**config.mk**
```make
export PLATFORM = sky130hd
export DESIGN_NAME = dcs_chain
export DESIGN_NICKNAME = d
export VERILOG_FILES = /design/src/rtl/dcs_pkg.sv /design/src/rtl/dcs_stream_if.sv /design/src/rtl/dcs_chain.sv /design/src/rtl/dcs_fifo.sv
export SDC_FILE = /design/constraint.sdc
export NUM_CORES = 1
export LEC_CHECK = 0
export BUFFER_PORTS_ARGS = -buffer_cell sky130_fd_sc_hd__clkbuf_2
export CORE_MARGIN = 5
export CORE_UTILIZATION = 50
export DETAILED_ROUTE_END_ITERATION = 10
export PLACE_DENSITY = 0.66
export SLEW_MARGIN = 20
export SYNTH_ARGS = -nofsm -noshare
export SYNTH_HDL_FRONTEND = slang
export SYNTH_SLANG_ARGS = --single-unit
```
**constraint.sdc**
```tcl
create_clock -name ref_clk -period 5 [get_ports ref_clk]
set_input_delay 0.75 -clock ref_clk [delete_from_list [all_inputs] [get_ports ref_clk]]
set_output_delay 0.75 -clock ref_clk [all_outputs]
set_load 0.02 [all_outputs]
```
**src/rtl/dcs_pkg.sv**
```systemverilog
// constants and types shared by the driver chain serial port
package dcs_pkg;
    localparam int WORD_W = 12;
    localparam int FIFO_DEPTH = 32;
    localparam int DIV_W = 8;
    localparam int NUM_MOTORS = 3;
    localparam logic [7:0] DIV_RESET = 8'h0f;
    localparam logic [7:0] DIV_FAST = 8'h07;
    localparam logic [11:0] PH_MASK = 12'hc00;
    localparam logic [11:0] FD_MASK = 12'h200;
    localparam logic [11:0] DAC_MASK = 12'h1fe;
    localparam logic [1:0] LEAD_HALVES = 2'h1;
    localparam logic [1:0] TAIL_HALVES = 2'h1;
    localparam logic [1:0] MARK_HALVES_FAST = 2'h1;
    localparam logic [1:0] MARK_HALVES_SLOW = 2'h2;
    localparam logic [3:0] BIT_LAST = 4'hb;
    localparam logic [3:0] RAMP_DIV_MAX = 4'hd;
    localparam int CUPD_ACC_W = 29;
    localparam int CUPD_WRAP_BIT = 28;
    typedef enum logic [4:0] {
        ST_IDLE = 5'h01,
        ST_LEAD = 5'h02,
        ST_BITS = 5'h04,
        ST_MARK = 5'h08,
        ST_TAIL = 5'h10
    } dcs_phase_t;
endpackage : dcs_pkg

```
**src/rtl/dcs_stream_if.sv**
```systemverilog
// valid/ready word stream between the fifo and the serialiser
`timescale 1ns/100ps
interface dcs_stream_if #(parameter int W = 12);
    logic [W-1:0] data;
    logic valid;
    logic ready;
    modport src (output data, output valid, input ready);
    modport snk (input data, input valid, output ready);
endinterface : dcs_stream_if

```
**src/rtl/dcs_chain.sv**
```systemverilog
// serial master for a daisy chain of one to three stepper driver chips
`timescale 1ns/100ps
module dcs_chain (
    input wire logic ref_clk,
    input wire logic rst_b,
    input wire logic cfg_load,
    input wire logic [7:0] chain_clock_divider,
    input wire logic [1:0] last_driver_index,
    input wire logic select_polarity,
    input wire logic clock_polarity,
    input wire logic phase_bit_polarity,
    input wire logic fast_decay_polarity,
    input wire logic current_bits_polarity,
    input wire logic select_mode_individual,
    input wire logic continuous_update,
    input wire logic motor_one_right_switch,
    input wire logic ref_multiplex,
    input wire logic [11:0] ramp_div_all,
    input wire logic [11:0] push_data,
    input wire logic push_valid,
    output logic push_ready,
    input wire logic switch_input_one,
    input wire logic switch_input_two,
    input wire logic switch_input_three,
    output logic chain_sck,
    output logic chain_sdo,
    output logic chain_select,
    output logic second_driver_select,
    output logic third_driver_select,
    output logic chain_busy,
    output logic [2:0] ref_left,
    output logic [2:0] ref_right
);
    typedef struct packed {
        dcs_pkg::dcs_phase_t st;
        logic [7:0] hcnt;
        logic [1:0] halves;
        logic sck;
        logic [3:0] bitcnt;
        logic [1:0] motor;
        logic [11:0] shreg;
        logic [2:0][11:0] held;
        logic [28:0] acc;
        logic pend;
        logic [2:0] sync1;
        logic [2:0] sync2;
        logic [2:0] raw_r;
        logic [7:0] div;
        logic [1:0] last_idx;
        logic pol_sel;
        logic pol_sck;
        logic pol_ph;
        logic pol_fd;
        logic pol_dac;
        logic indiv;
        logic cupd;
        logic one_right;
        logic refmux;
        logic [2:0] ref_l;
        logic [2:0] ref_r;
        logic sck_o;
        logic sdo;
        logic sel_c;
        logic sel2;
        logic sel3;
        logic busy;
    } dcs_chain_state_t;

    // divider 15, switch bits cleared, selects idle
    localparam dcs_chain_state_t CHAIN_RST = '{st: dcs_pkg::ST_IDLE, div: dcs_pkg::DIV_RESET,
        sel_c: 1'b1, sel2: 1'b1, sel3: 1'b1, default: '0};

    dcs_chain_state_t s;
    dcs_chain_state_t next_s;
    logic load_word;
    logic [11:0] raw_word;
    logic [28:0] inc;
    logic [3:0] rd;
    logic tick;
    logic active;
    logic need;
    logic half_end;

    dcs_stream_if #(.W(dcs_pkg::WORD_W)) push_if ();
    dcs_stream_if #(.W(dcs_pkg::WORD_W)) pop_if ();

    assign push_if.data = push_data;
    assign push_if.valid = push_valid;
    assign push_ready = push_if.ready;
    // a word is drawn from the fifo at each driver slot while one waits
    assign pop_if.ready = load_word;

    dcs_fifo #(.W(dcs_pkg::WORD_W), .DEPTH(dcs_pkg::FIFO_DEPTH)) u_fifo (
        .ref_clk(ref_clk),
        .rst_b(rst_b),
        .wr(push_if),
        .rd(pop_if)
    );

    always_comb begin
        next_s = s;
        load_word = 1'b0;
        raw_word = '0;
        inc = '0;
        rd = '0;
        tick = 1'b0;
        active = 1'b0;
        half_end = (s.hcnt == '0);
        need = pop_if.valid || s.pend;
        next_s.sync1 = {switch_input_three, switch_input_two, switch_input_one};
        next_s.sync2 = s.sync1;
        if (cfg_load) begin
            next_s.div = chain_clock_divider;
            next_s.last_idx = last_driver_index;
            next_s.pol_sel = select_polarity;
            next_s.pol_sck = clock_polarity;
            next_s.pol_ph = phase_bit_polarity;
            next_s.pol_fd = fast_decay_polarity;
            next_s.pol_dac = current_bits_polarity;
            next_s.indiv = select_mode_individual;
            next_s.cupd = continuous_update;
            next_s.one_right = motor_one_right_switch;
            next_s.refmux = ref_multiplex;
        end
        // rate accumulator, wraps at 2^28 = 32768 * 2^13
        for (int i = 0; i < dcs_pkg::NUM_MOTORS; i++) begin
            rd = ramp_div_all[i*4 +: 4];
            if (rd > dcs_pkg::RAMP_DIV_MAX) begin
                rd = dcs_pkg::RAMP_DIV_MAX;
            end
            inc = 29'(inc + (29'h1 << (dcs_pkg::RAMP_DIV_MAX - rd)));
        end
        if (s.cupd) begin
            next_s.acc = 29'(s.acc + inc);
            tick = next_s.acc[dcs_pkg::CUPD_WRAP_BIT];
            next_s.acc[dcs_pkg::CUPD_WRAP_BIT] = 1'b0;
        end else begin
            next_s.acc = '0;
        end
        // each half period lasts divider plus one cycles
        if (s.st != dcs_pkg::ST_IDLE) begin
            next_s.hcnt = half_end ? s.div : 8'(s.hcnt - 1'b1);
        end
        case (s.st)
            dcs_pkg::ST_IDLE: begin
                if (need) begin
                    next_s.st = dcs_pkg::ST_LEAD;
                    next_s.hcnt = s.div;
                    next_s.halves = dcs_pkg::LEAD_HALVES;
                    next_s.motor = '0;
                    next_s.pend = 1'b0;
                    next_s.busy = 1'b1;
                end
            end
            dcs_pkg::ST_LEAD: begin
                if (half_end) begin
                    if (s.halves == '0) begin
                        // mux shows the right bank while select is idle
                        next_s.raw_r = s.sync2;
                        next_s.st = dcs_pkg::ST_BITS;
                        next_s.bitcnt = '0;
                        load_word = 1'b1;
                    end else begin
                        next_s.halves = 2'(s.halves - 1'b1);
                    end
                end
            end
            dcs_pkg::ST_BITS: begin
                if (half_end) begin
                    if (!s.sck) begin
                        next_s.sck = 1'b1;
                    end else begin
                        next_s.sck = 1'b0;
                        next_s.shreg = {s.shreg[10:0], 1'b0};
                        if (s.bitcnt == dcs_pkg::BIT_LAST) begin
                            // chain length from last driver index
                            if (s.motor == s.last_idx) begin
                                next_s.st = dcs_pkg::ST_TAIL;
                                next_s.halves = dcs_pkg::TAIL_HALVES;
                            end else begin
                                next_s.st = dcs_pkg::ST_MARK;
                                next_s.halves = (s.div == dcs_pkg::DIV_FAST) ?
                                    dcs_pkg::MARK_HALVES_FAST : dcs_pkg::MARK_HALVES_SLOW;
                            end
                        end else begin
                            next_s.bitcnt = 4'(s.bitcnt + 1'b1);
                        end
                    end
                end
            end
            dcs_pkg::ST_MARK: begin
                if (half_end) begin
                    if (s.halves == '0) begin
                        next_s.motor = 2'(s.motor + 1'b1);
                        next_s.st = dcs_pkg::ST_BITS;
                        next_s.bitcnt = '0;
                        load_word = 1'b1;
                    end else begin
                        next_s.halves = 2'(s.halves - 1'b1);
                    end
                end
            end
            dcs_pkg::ST_TAIL: begin
                if (half_end) begin
                    if (s.halves == '0) begin
                        next_s.st = dcs_pkg::ST_IDLE;
                        next_s.busy = 1'b0;
                        if (s.refmux) begin
                            next_s.ref_l = s.sync2;
                            next_s.ref_r = s.raw_r;
                        // input three is motor one right
                        end else if (s.one_right) begin
                            next_s.ref_l = {1'b0, s.sync2[1:0]};
                            next_s.ref_r = {2'b00, s.sync2[2]};
                        end else begin
                            next_s.ref_l = s.sync2;
                            next_s.ref_r = '0;
                        end
                    end else begin
                        next_s.halves = 2'(s.halves - 1'b1);
                    end
                end
            end
            default: begin
                next_s.st = dcs_pkg::ST_IDLE;
            end
        endcase
        if (load_word) begin
            // idle slots repeat the last word so a refresh never changes the coils
            if (pop_if.valid) begin
                raw_word = pop_if.data;
                next_s.held[next_s.motor] = pop_if.data;
            end else begin
                raw_word = s.held[next_s.motor];
            end
            next_s.shreg = raw_word ^ ({12{s.pol_ph}} & dcs_pkg::PH_MASK)
                ^ ({12{s.pol_fd}} & dcs_pkg::FD_MASK) ^ ({12{s.pol_dac}} & dcs_pkg::DAC_MASK);
        end
        // the set from a tick wins over the clear at start
        if (tick) begin
            next_s.pend = 1'b1;
        end
        active = (next_s.st != dcs_pkg::ST_IDLE) && (next_s.st != dcs_pkg::ST_LEAD);
        next_s.sck_o = next_s.sck ^ s.pol_sck;
        next_s.sdo = next_s.shreg[dcs_pkg::WORD_W-1] && active;
        if (s.indiv) begin
            next_s.sel_c = !(active && (next_s.motor == 2'h0));
            next_s.sel2 = !(active && (next_s.motor == 2'h1));
            next_s.sel3 = !(active && (next_s.motor == 2'h2));
        end else begin
            // same line drives the switch multiplexer
            next_s.sel_c = s.pol_sel ? active : !active;
            next_s.sel2 = 1'b1;
            next_s.sel3 = 1'b1;
        end
    end

    always_ff @(posedge ref_clk or negedge rst_b) begin
        if (!rst_b) begin
            s <= CHAIN_RST;
        end else begin
            s <= next_s;
        end
    end

    assign chain_sck = s.sck_o;
    assign chain_sdo = s.sdo;
    assign chain_select = s.sel_c;
    assign second_driver_select = s.sel2;
    assign third_driver_select = s.sel3;
    assign chain_busy = s.busy;
    assign ref_left = s.ref_l;
    assign ref_right = s.ref_r;

    // checking helpers
    logic cfg_seen;
    logic [8:0] run_cnt;
    logic [9:0] mark_cnt;
    always_ff @(posedge ref_clk or negedge rst_b) begin
        if (!rst_b) begin
            cfg_seen <= 1'b0;
            run_cnt <= '0;
            mark_cnt <= '0;
        end else begin
            cfg_seen <= cfg_seen || cfg_load;
            run_cnt <= ((s.sck != next_s.sck) || (s.st != dcs_pkg::ST_BITS)) ? 9'h000 : 9'(run_cnt + 1'b1);
            mark_cnt <= (s.st == dcs_pkg::ST_MARK) ? 10'(mark_cnt + 1'b1) : 10'h000;
        end
    end
endmodule : dcs_chain

```
**src/rtl/dcs_fifo.sv**
```systemverilog
// flip-flop fifo with valid/ready on both sides
`timescale 1ns/100ps
module dcs_fifo #(
    parameter int W = 12,
    parameter int DEPTH = 32
) (
    input wire logic ref_clk,
    input wire logic rst_b,
    dcs_stream_if.snk wr,
    dcs_stream_if.src rd
);
    localparam int AW = $clog2(DEPTH);
    localparam int CW = $clog2(DEPTH + 1);
    typedef struct packed {
        logic [DEPTH-1:0][W-1:0] mem;
        logic [AW-1:0] wp;
        logic [AW-1:0] rp;
        logic [CW-1:0] cnt;
        logic in_ready;
    } dcs_fifo_state_t;
    localparam dcs_fifo_state_t FIFO_RST = '{in_ready: 1'b1, default: '0};
    dcs_fifo_state_t s;
    dcs_fifo_state_t next_s;
    logic do_wr;
    logic do_rd;

    assign wr.ready = s.in_ready;
    assign rd.valid = (s.cnt != '0);
    assign rd.data = s.mem[s.rp];

    always_comb begin
        next_s = s;
        do_wr = wr.valid && s.in_ready;
        do_rd = rd.ready && (s.cnt != '0);
        if (do_wr) begin
            next_s.mem[s.wp] = wr.data;
            next_s.wp = AW'(s.wp + 1'b1);
        end
        if (do_rd) begin
            next_s.rp = AW'(s.rp + 1'b1);
        end
        if (do_wr && !do_rd) begin
            next_s.cnt = CW'(s.cnt + 1'b1);
        end else if (do_rd && !do_wr) begin
            next_s.cnt = CW'(s.cnt - 1'b1);
        end
        // registered so the source sees a clean ready
        next_s.in_ready = (next_s.cnt != CW'(DEPTH));
    end

    always_ff @(posedge ref_clk or negedge rst_b) begin
        if (!rst_b) begin
            s <= FIFO_RST;
        end else begin
            s <= next_s;
        end
    end
endmodule : dcs_fifo

```
==> summary.txt, run 1 <==
CTS
  • Hold Buf Count CTS: 0
  • Clk_lat worst skew: 0.62 ns
  • Clock slew at reported path FFs: 0.06 ns
  • Post-CTS Resized: 0
  • # clock sinks: 540
  • CTS tree: done
  • Clock Root Buffer: clkbuf_16
  • Post-CTS Setup Bufs: 0
  • # H-tree levels: 2
  • Max clock buf depth: 3
  • CTS buffer count: 56

Die
  • Core area: 52870 µm²
  • Die width: 241.6 µm
  • I/O pin cnt: 63
  • Row count: 84
  • Die Y: 241.6 µm
  • Initial Util: 0.5072
  • Die area: between 50000 and 60000 µm²

Pwr
  • Register share of total power: 0.447
  • Power per Cell Area: approximately 500 nW/µm²
  • Leakage power: 13.43 nW
  • Clock Power Share: 0.279
  • Pint: about 11 mW
  • Combinational share of power: 0.274
  • Switching share of power: 0.2962
  • Switching power: 4.439 mW
  • Maximum vdd drop: 0.2867 mV

Synthesis
  • Post-synthesis instance area: 26810 µm²
  • Post-Syn Instances: 2094
  • Seq cells post-synth: 540
  • Top FF cell, synth: dfrtp_1
  • Mapped Nets: 2208
  • Mean Syn Cell Area: 12.80 µm²
  • Yosys warns: 0
  • Number of synthesized flops with an enable pin: 0
  • Post-synth top area share: 0.4956
  • Top cell type by total area after synthesis: dfrtp_1
  • Sequential-to-total area share from yosys stat: 0.5044
  • Area contributors post-synth: dfrtp_1 50%, mux2_2 17%, mux4_2 8.2%
  • Netlist cell types: 75
  • Async SR Flop Fraction: 1.000

Outcome
  • Status: finished, final reports clean

Timing
  • Slew @ Worst Pin: between 0.9 and 1 ns
  • Final setup margin: 0.4985 ns
  • RSZ-0062 raised after global routing: false
  • Final setup fails: 0
  • Clock Skew: about 0.019 ns
  • Final worst path period share: 0.9003
  • Slew HR: 0.3544
  • Slew Viols, Final: 0
  • Max Freq: 222.1 MHz
  • Final hold slack: approximately 0.13 ns
  • Tmin final: 4.502 ns
  • Final Hold Viols: 0

Placed design
  • Dpl cell area: ~28000 µm²
  • Port Buffers: 62
  • DP HPWL: 39.41 mm
  • Placed instance count: 2751
  • Global placer's final weighted congestion: 0.8870
  • Dpl ws: -0.09234 ns

Global route
  • Gr ovfl total: 0
  • Largest net degree at the start of global routing: about 130
  • GRT Util Overall: 0.2087
  • Vias in the first global route: around 18000
  • First-pass GRT wire length: 98.97 mm
  • Initial antenna violation count: 1

Worst setup path
  • Worst r2r dst: s[56]
  • Worst setup SP type: primary input
  • Critical Path RT: 5.46 ns
  • R2r worst-path depth: 14
  • Crit end category: flop
  • Largest stage delay, worst path: 0.55 ns
  • Cell Chain, Critical Path: clkbuf_2 -> a21boi_0 -> ha_1 -> xnor2_1 -> nor2_1 -> nand2_1 -> fa_1 -> fa_1 -> inv_1 -> ha_1 -> a21oi_1 -> o31a_1 -> o21ai_0 -> o21a_1 -> buf_4 -> nand2_1 -> nand2_1 -> a211oi_1 -> a2111oi_0
  • Reg2Reg Setup Slack: 1.30 ns
  • RR Startpoint: s[44]
  • Crit Path Max Fanout: 4
  • CP max-delay cell: fa_1
  • Type of the worst setup path: primary input to flop
  • Most frequent cell on the critical path: nand2_1
  • Crit path DAT: approximately 5 ns

Routing
  • Routed len/inst: 21.16 µm
  • Via/cell ratio: 5.837
  • Starting DRT DRC Count: around 1100
  • Post-Route WL: about 60 mm
  • Post-route ant nets: 0
  • Drc violations: 0
  • Drt first pass iters: 8
  • Via count: 16660

Finish
  • Ant diodes: 0
  • Final core occ: 0.5617
  • Layout fillers: 4371
  • Commonest non-fill, non-tap cells in the layout: 529 x dfrtp_1, 410 x mux2_2, 172 x nand2_1, 98 x mux4_2, 83 x o21ai_0
  • Final non-filler cell area: slightly below 30000 µm²
  • Finished Layout Cells: 2854
  • Commonest non-fill, non-tap cell in the layout: dfrtp_1
  • Synthesis-to-finish area growth: 10.76%
  • Share of cells above drive strength 1: 0.3495
  • Final net count: 2235

Flow run
  • Max-cap viol count: 0

Worst hold path
  • Worst min path class: primary input to async pin
==> routing by layer <==
layer	global-route usage	wire [µm]	vias up
met5	0	9	-
met2	0.3320	28260	318
li1	-	-	7554
met4	0.05556	1435	2
met3	0.03641	2844	74
met1	0.3014	27850	8712
==> stage by stage <==
| step | power [mW] | TNS [ns] |
|---|---|---|
| floorplan | 9.642 | 0 |
| global placement | 10.63 | 0 |
| detailed placement | 10.87 | -0.4125 |
| CTS | 15.10 | 0 |
| global route | 15.83 | 0 |
| finish | 14.99 | 0 |
==> registers in the layout (all words and copies together) (netlist names) <==
| name | cells |
|---|---|
| ref_left | 3 |
| ref_right | 3 |
| chain_select | 1 |
| u_fifo.s | 400 |
| s | 124 |
| chain_sdo | 1 |
| next_s | 3 |
| third_driver_select | 1 |
| second_driver_select | 1 |
| chain_busy | 1 |
| chain_sck | 1 |
| u_fifo.wr.ready | 1 |
==> synth_stat cells (9+ instances only) <==
cell type    n
clkbuf_1   113
and2_1      10
xor2_1      15
mux4_2      98
o22ai_1     21
inv_1       76
nor2_1      82
nand2b_1    16
nor3_1      12
fa_1        32
a21oi_1     33
mux2i_1     54
nand3_1     31
nor2b_1     13
xnor2_1     37
dfstp_2      9
ha_1        32
dfrtp_1    531
and3_1      16
a31oi_1     24
buf_2       20
nand4_1     18
mux2_2     410
o21ai_0     83
nand2_1    172
==> worst max-delay path by stage <==
stage | start | endpoint
floorplan | ramp_div_all[3] | s[63]
global placement | ramp_div_all[1] | s[58]
detailed placement | ramp_div_all[1] | s[60]
CTS | ramp_div_all[1] | s[60]
global route | ramp_div_all[6] | s[56]
finish | ramp_div_all[1] | s[56]
==> cell type report <==
class / instances / area, µm² / area share
clock buffer: 84 / 1637 / 0.05511
clock inverter: 19 / 211.5 / 0.007120
inverter: 78 / 292.8 / 0.009859
tap: 688 / 860.8 / 0.02899
multi-input combinational: 1328 / 12370 / 0.4165
sequential: 540 / 13530 / 0.4557
timing repair buffer: 117 / 795.8 / 0.02680
==> power by group through the flow <==
stage / clock, mW / combinational (mW) / sequential, mW
6_report: 4.18 / 4.10 / 6.70
5_1_grt: 4.44 / 4.50 / 6.88
4_1_cts: 4.29 / 4.13 / 6.69
3_5_place_dp: 0 / 4.11 / 6.76
3_3_place_gp: 0 / 3.98 / 6.65
2_1_floorplan: 0 / 3.21 / 6.43
==> worst max-delay path, delay by kind of cell <==
family / cells / cell delay, ns
xor+xnor: 1 / 0.11
fa+ha+maj: 4 / 1.69
compound gates: 7 / 1.74
simple gates: 4 / 0.41
buf+inv: 3 / 0.26
==> cells by family after synthesis <==
| logic type | after synthesis | share of synthesized area |
|---|---|---|
| AOI/OAI and AO/OA | 229 | 0.05432 |
| xor gates and xnor gates | 52 | 0.01699 |
| adders and majority gates | 64 | 0.03882 |
| buffers and inverters | 226 | 0.03453 |
| DFF | 540 | 0.5044 |
| muxes | 564 | 0.2763 |
| and+or+nand+nor | 419 | 0.07462 |
Note: power is estimated with default switching activity, not from simulation.
==> inputs of run 2 (changes only) <==
- RECOVER_POWER: default -> 100
==> run 2 against run 1 <==
The run now ends with capacitance limit, slew limit left; sequential cell count is the same; sequential share of layout area grew 0.32 points; die area is the same; core utilization shrank 0.40 points; hold slack gained 0.11 ns; combinational power shrank 1%; final cell count is the same; critical path depth grew 2; largest cell class unchanged.
==> summary.txt, run 2 (synthesized netlist as in run 1, its figures left out) <==
Outcome
  • Status: finished with violations
  • Failing checks: capacitance limit, slew limit

Routing
  • Routed len/inst: approximately 21 µm
  • Via count: 16740
  • Via/cell ratio: 5.867
  • Drc violations: 0
  • Post-route ant nets: 0
  • Drt first pass iters: 5
  • Starting DRT DRC Count: 1178
  • Post-Route WL: 60.38 mm

Global route
  • Vias in the first global route: 17610
  • GRT Util Overall: 0.2087
  • Largest net degree at the start of global routing: between 100 and 150
  • Gr ovfl total: 0
  • Initial antenna violation count: 1
  • First-pass GRT wire length: 98.97 mm

Worst setup path
  • Worst setup SP type: primary input
  • Crit path DAT: 5.02 ns
  • R2r worst-path depth: 10
  • Type of the worst setup path: primary input to flop
  • Critical Path RT: around 5.5 ns
  • Crit Path Max Fanout: 5
  • Crit end category: flop
  • Reg2Reg Setup Slack: 0.63 ns

Pwr
  • Switching power: 4.411 mW
  • Register share of total power: 0.449
  • Combinational share of power: 0.272
  • Power per Cell Area: 506.4 nW/µm²
  • Maximum vdd drop: about 0.29 mV
  • Pint: 10.52 mW
  • Overall Power: 14.93 mW
  • Clock Power Share: 0.280
  • Leakage power: 13.27 nW
  • Switching share of power: 0.2954

Timing
  • Final worst path period share: 0.9137
  • Slew @ Worst Pin: 2.320 ns
  • Setup_tns: 0 ns
  • Tmin final: ~4.6 ns
  • RSZ-0062 raised after global routing: false
  • Slew Viols, Final: 389
  • Final Hold Viols: 0
  • Clock Skew: slightly above 0.02 ns
  • Slew HR: -0.5469
  • Final setup fails: 0
  • Max Freq: roughly 220 MHz

Finish
  • Final non-filler cell area: 29490 µm²
  • Share of cells above drive strength 1: 0.3264
  • Synthesis-to-finish area growth: 9.977%
  • Biggest regs: u_fifo.s (400), s (124)
  • Number of flip-flops in the largest register: 400
  • Final core occ: 0.5578
  • Largest Register: u_fifo.s
  • Ant diodes: 0
  • Commonest non-fill, non-tap cells in the layout: 529 x dfrtp_1, 410 x mux2_2, 173 x nand2_1, 98 x mux4_2, 85 x o21ai_0
  • Commonest non-fill, non-tap cell in the layout: dfrtp_1
  • Final net count: 2235

Placed design
  • Global placer's final weighted congestion: 0.8870
  • Dpl cell area: 27840 µm²
  • Port Buffers: 62
  • DP HPWL: 39.41 mm

CTS
  • # H-tree levels: 2
  • Hold Buf Count CTS: 0
  • # clock sinks: 540
  • Clock Root Buffer: clkbuf_16
  • Post-CTS Resized: 0
  • CTS buffer count: 56
  • CTS tree: done
  • Clock slew at reported path FFs: 0.06 ns
  • Clk_lat worst skew: 0.62 ns
  • Post-CTS Setup Bufs: 0
  • Max clock buf depth: 3

Die
  • Core area: 52870 µm²
  • Initial Util: 0.5072
  • Die width: approximately 240 µm
  • Row count: 84
  • I/O pin cnt: 63
  • Die area: around 58000 µm²
  • Die Y: 241.6 µm

Worst hold path
  • Hold depth: 1
  • Worst min path class: primary input to flop

Flow run
  • Max-cap viol count: 4
-- run 2: cell count changes in the layout (fill, tap and decap cells not counted), sizes merged --
cell,before,now
buf,56,32
clkbuf,145,169
-- run 2: final timing paths --
check                                 startpoint          to
worst max-delay path             ramp_div_all[6]       s[56]
worst min-delay path            switch_input_one  next_s[34]
worst max register to register            s[127]      s[105]
worst min register to register        next_s[35]       s[35]
max in group asynchronous                  rst_b  next_s[36]
min in group asynchronous                  rst_b       s[41]
-- run 2: critical path: stages --
cell and delay, ns:
clkbuf_1 0.14, nand2_1 0.07, nand2_1 0.11, inv_1 0.05
ha_1 0.27, xnor2_1 0.17, nor2_1 0.19, nand2_1 0.12
fa_1 0.48, fa_1 0.55, inv_1 0.04, ha_1 0.34
a21oi_1 0.10, o31a_1 0.26, o21ai_0 0.38, o21a_1 0.23
buf_4 0.14, nand2_1 0.05, nand2_1 0.06, a211oi_1 0.07
a2111oi_0 0.44
-- run 2: power groups by stage --
stage,Combinational (mW),Sequential [mW],Clock (mW)
floorplan,3.21,6.43,0
global placement,3.98,6.65,0
detailed placement,4.11,6.76,0
CTS,4.13,6.69,4.29
global route,4.45,6.88,4.44
finish,4.06,6.70,4.17
-- run 2: cell type report --
cell class	count	area, µm²
inverters	78	292.8
well taps	688	860.8
multi-input cells	1328	12290
flip-flops and latches	540	13530
repair buffers	117	666.9
clock buffers	84	1637
fillers	4418	23380
clock inverters	19	211.5
-- run 2: routing by layer --
metal  global-route usage  part of all wire
met1               0.3014              0.46
met5                    0           0.00015
met4              0.05556             0.025
met2               0.3320              0.47
met3              0.03641             0.049
-- run 2: per-stage QoR --
stage,hold slack [ns],setup WS (ns),cells
after floorplan,0.3312,0.02582,2094
final,0.2368,0.4315,2854
after global routing,0.2148,0.1152,2854
after CTS,0.1429,0.5462,2854
after detailed placement,0.3379,-0.09234,2751
after global placement,0.3362,0.001793,2751
==> inputs of run 3 (changes only) <==
- CORE_UTILIZATION: 50 -> 44
- PLACE_DENSITY: 0.66 -> default
==> run 3 against run 2 <==
Critical path type unchanged; power increased by 2.2%; the run still ends with capacitance limit, slew limit left; largest cell class unchanged; largest power group unchanged; global-route usage fell by 2.1 points; fmax shrank 1.3%; die area up 13%.
==> summary.txt, run 3 (synthesized netlist as in run 1, its figures left out) <==
Pwr
  • Maximum vdd drop: 0.2937 mV
  • Overall Power: 15.25 mW
  • Switching power: ~4.4 mW
  • Switching share of power: 0.2888
  • Leakage power: 13.40 nW
  • Register share of total power: 0.439
  • Power per Cell Area: 510.9 nW/µm²
  • Combinational share of power: 0.268
  • Clock Power Share: 0.294
  • Pint: about 11 mW

Worst setup path
  • Critical Path RT: 5.46 ns
  • Crit Path Max Fanout: 4
  • R2r worst-path depth: 11
  • CP max-delay cell: fa_1
  • Most frequent cell on the critical path: fa_1
  • Reg2Reg Setup Slack: 0.60 ns
  • RR Startpoint: s[125]
  • Crit path DAT: 5.08 ns
  • Delay-heaviest family, CP: adder cells
  • Crit end category: flop
  • Largest stage delay, worst path: 0.54 ns
  • Crit path buf inv count: 3
  • Worst setup SP type: primary input
  • Cell Chain, Critical Path: clkbuf_2 -> a21boi_0 -> ha_1 -> xor2_1 -> nand2_1 -> fa_1 -> fa_1 -> inv_1 -> ha_1 -> fa_1 -> a21oi_1 -> o31a_1 -> o21ai_0 -> o21a_1 -> clkbuf_1 -> a21o_1 -> a21oi_1 -> xor2_1 -> nor2_1
  • Type of the worst setup path: primary input to flop
  • Worst r2r dst: s[70]

Placed design
  • Global placer's final weighted congestion: 0.8273
  • DP HPWL: 40.64 mm
  • Port Buffers: 62
  • Dpl ws: -0.3541 ns
  • Placed instance count: approximately 2900

Routing
  • Drt first pass iters: 6
  • Post-route ant nets: 0
  • WL met2: 28.46 mm
  • Via/cell ratio: 5.606
  • DR WL met3: 2.203 mm
  • Drc violations: 0
  • Post-Route WL: slightly above 60 mm
  • Highest metal used: met4
  • Routed len/inst: about 21 µm
  • Starting DRT DRC Count: 1028
  • M1 WL: between 20 and 30 mm
  • Via count: 16630

Timing
  • RSZ-0062 raised after global routing: false
  • Final hold slack: ~0.26 ns
  • Tmin final: ~4.6 ns
  • Slew HR: -0.8750
  • Final setup fails: 0
  • Slew Viols, Final: 221
  • Final Hold Viols: 0
  • Max Freq: 216.0 MHz
  • Final worst path period share: 0.9259
  • Clock Skew: 0.01585 ns
  • Slew @ Worst Pin: approximately 2.8 ns
  • Final setup margin: around 0.37 ns

Die
  • Initial Util: 0.4442
  • Die area: 65980 µm²
  • Core area: a little over 60000 µm²
  • Row count: 90
  • I/O pin cnt: between 60 and 70
  • Die Y: 256.9 µm
  • Die width: 256.9 µm

Worst hold path
  • Hold endpoint: next_s[35]
  • Worst min path class: primary input to flop
  • Hold depth: 1
  • Min-delay src: switch_input_two

CTS
  • Clock Root Buffer: clkbuf_16
  • Clock slew at reported path FFs: 0.06 ns
  • Post-CTS Setup Bufs: 0
  • CTS buffer count: 58
  • # clock sinks: 540
  • Hold Buf Count CTS: 0
  • Max clock buf depth: 3
  • CTS tree: done
  • Clk_lat worst skew: 0.60 ns
  • # H-tree levels: 2

Finish
  • Final net count: roughly 2300
  • Commonest non-fill, non-tap cells in the layout: 529 x dfrtp_1, 410 x mux2_2, 172 x nand2_1, 98 x mux4_2, 87 x o21ai_0
  • Synthesis-to-finish area growth: 11.35%
  • Finished Layout Cells: just under 3000
  • Largest Register: u_fifo.s
  • Number of flip-flops in the largest register: 400
  • Commonest non-fill, non-tap cell in the layout: dfrtp_1
  • Share of cells above drive strength 1: 0.3312
  • Biggest regs: u_fifo.s (400), s (124)

Global route
  • GRT Util Overall: 0.1879
  • Largest net degree at the start of global routing: approximately 110
  • Gr ovfl total: 0
  • Vias in the first global route: 17310
  • Initial antenna violation count: 1
  • First-pass GRT wire length: 99.57 mm

Flow run
  • Max-cap viol count: 3

Outcome
  • Status: finished with violations
  • Failing checks: capacitance limit, slew limit
[run 3: cell types whose count changed in the layout (fill, tap and decap cells not counted), moves of 3 or more]
cell	delta
bufinv_16	+5
clkbuf_1	+3
clkinv_2	-4
clkbuf_16	+3
buf_4	+11
[run 3: cell type report]
type,instances,area [µm²]
Antenna cell,1,2.502
Timing Repair Buffer,131,754.5
Clock buffer,88,1695
Tap cell,782,978.4
Inverter,78,292.8
Fill cell,5316,30500
Multi-Input combinational cell,1328,12300
Clock inverter,18,304.0
Sequential cell,540,13530
[run 3: per-layer routing]
layer,global-route usage,up-vias
li1,-,7584
met1,0.2781,8687
met2,0.2938,270
met3,0.02775,85
met4,0.04966,0
met5,0,-
[run 3: what timing repair did]
item                                    CTS  global route
gates resized for setup                   0             1
endpoints found under the hold margin     0             0
endpoints found under the setup margin    0             5
[run 3: worst max path at each step]
stage,from,end,cells after the start
after detailed placement,ramp_div_all[1],s[62],18
after global routing,ramp_div_all[1],s[56],19
after floorplan,ramp_div_all[3],s[63],17
after CTS,ramp_div_all[1],s[62],18
after global placement,ramp_div_all[1],s[62],18
final,ramp_div_all[1],s[54],19
[run 3: power by group through the flow]
stage,logic (mW),registers [mW],clock network [mW]
CTS,4.16,6.68,4.61
global placement,4.03,6.65,0
floorplan,3.21,6.43,0
global route,4.48,6.87,4.78
finish,4.09,6.69,4.48
detailed placement,4.15,6.75,0
[run 3: stage by stage]
| stage | TNS, ns | instance area, µm² | util |
|---|---|---|---|
| detailed placement | -2.279 | 28070 | 0.4650 |
| finish | 0 | 29860 | 0.4947 |
| CTS | 0 | 30070 | 0.4981 |
| global placement | -1.442 | 28070 | 0.4650 |
| global route | 0 | 29850 | 0.4946 |
| floorplan | 0 | 26810 | - |
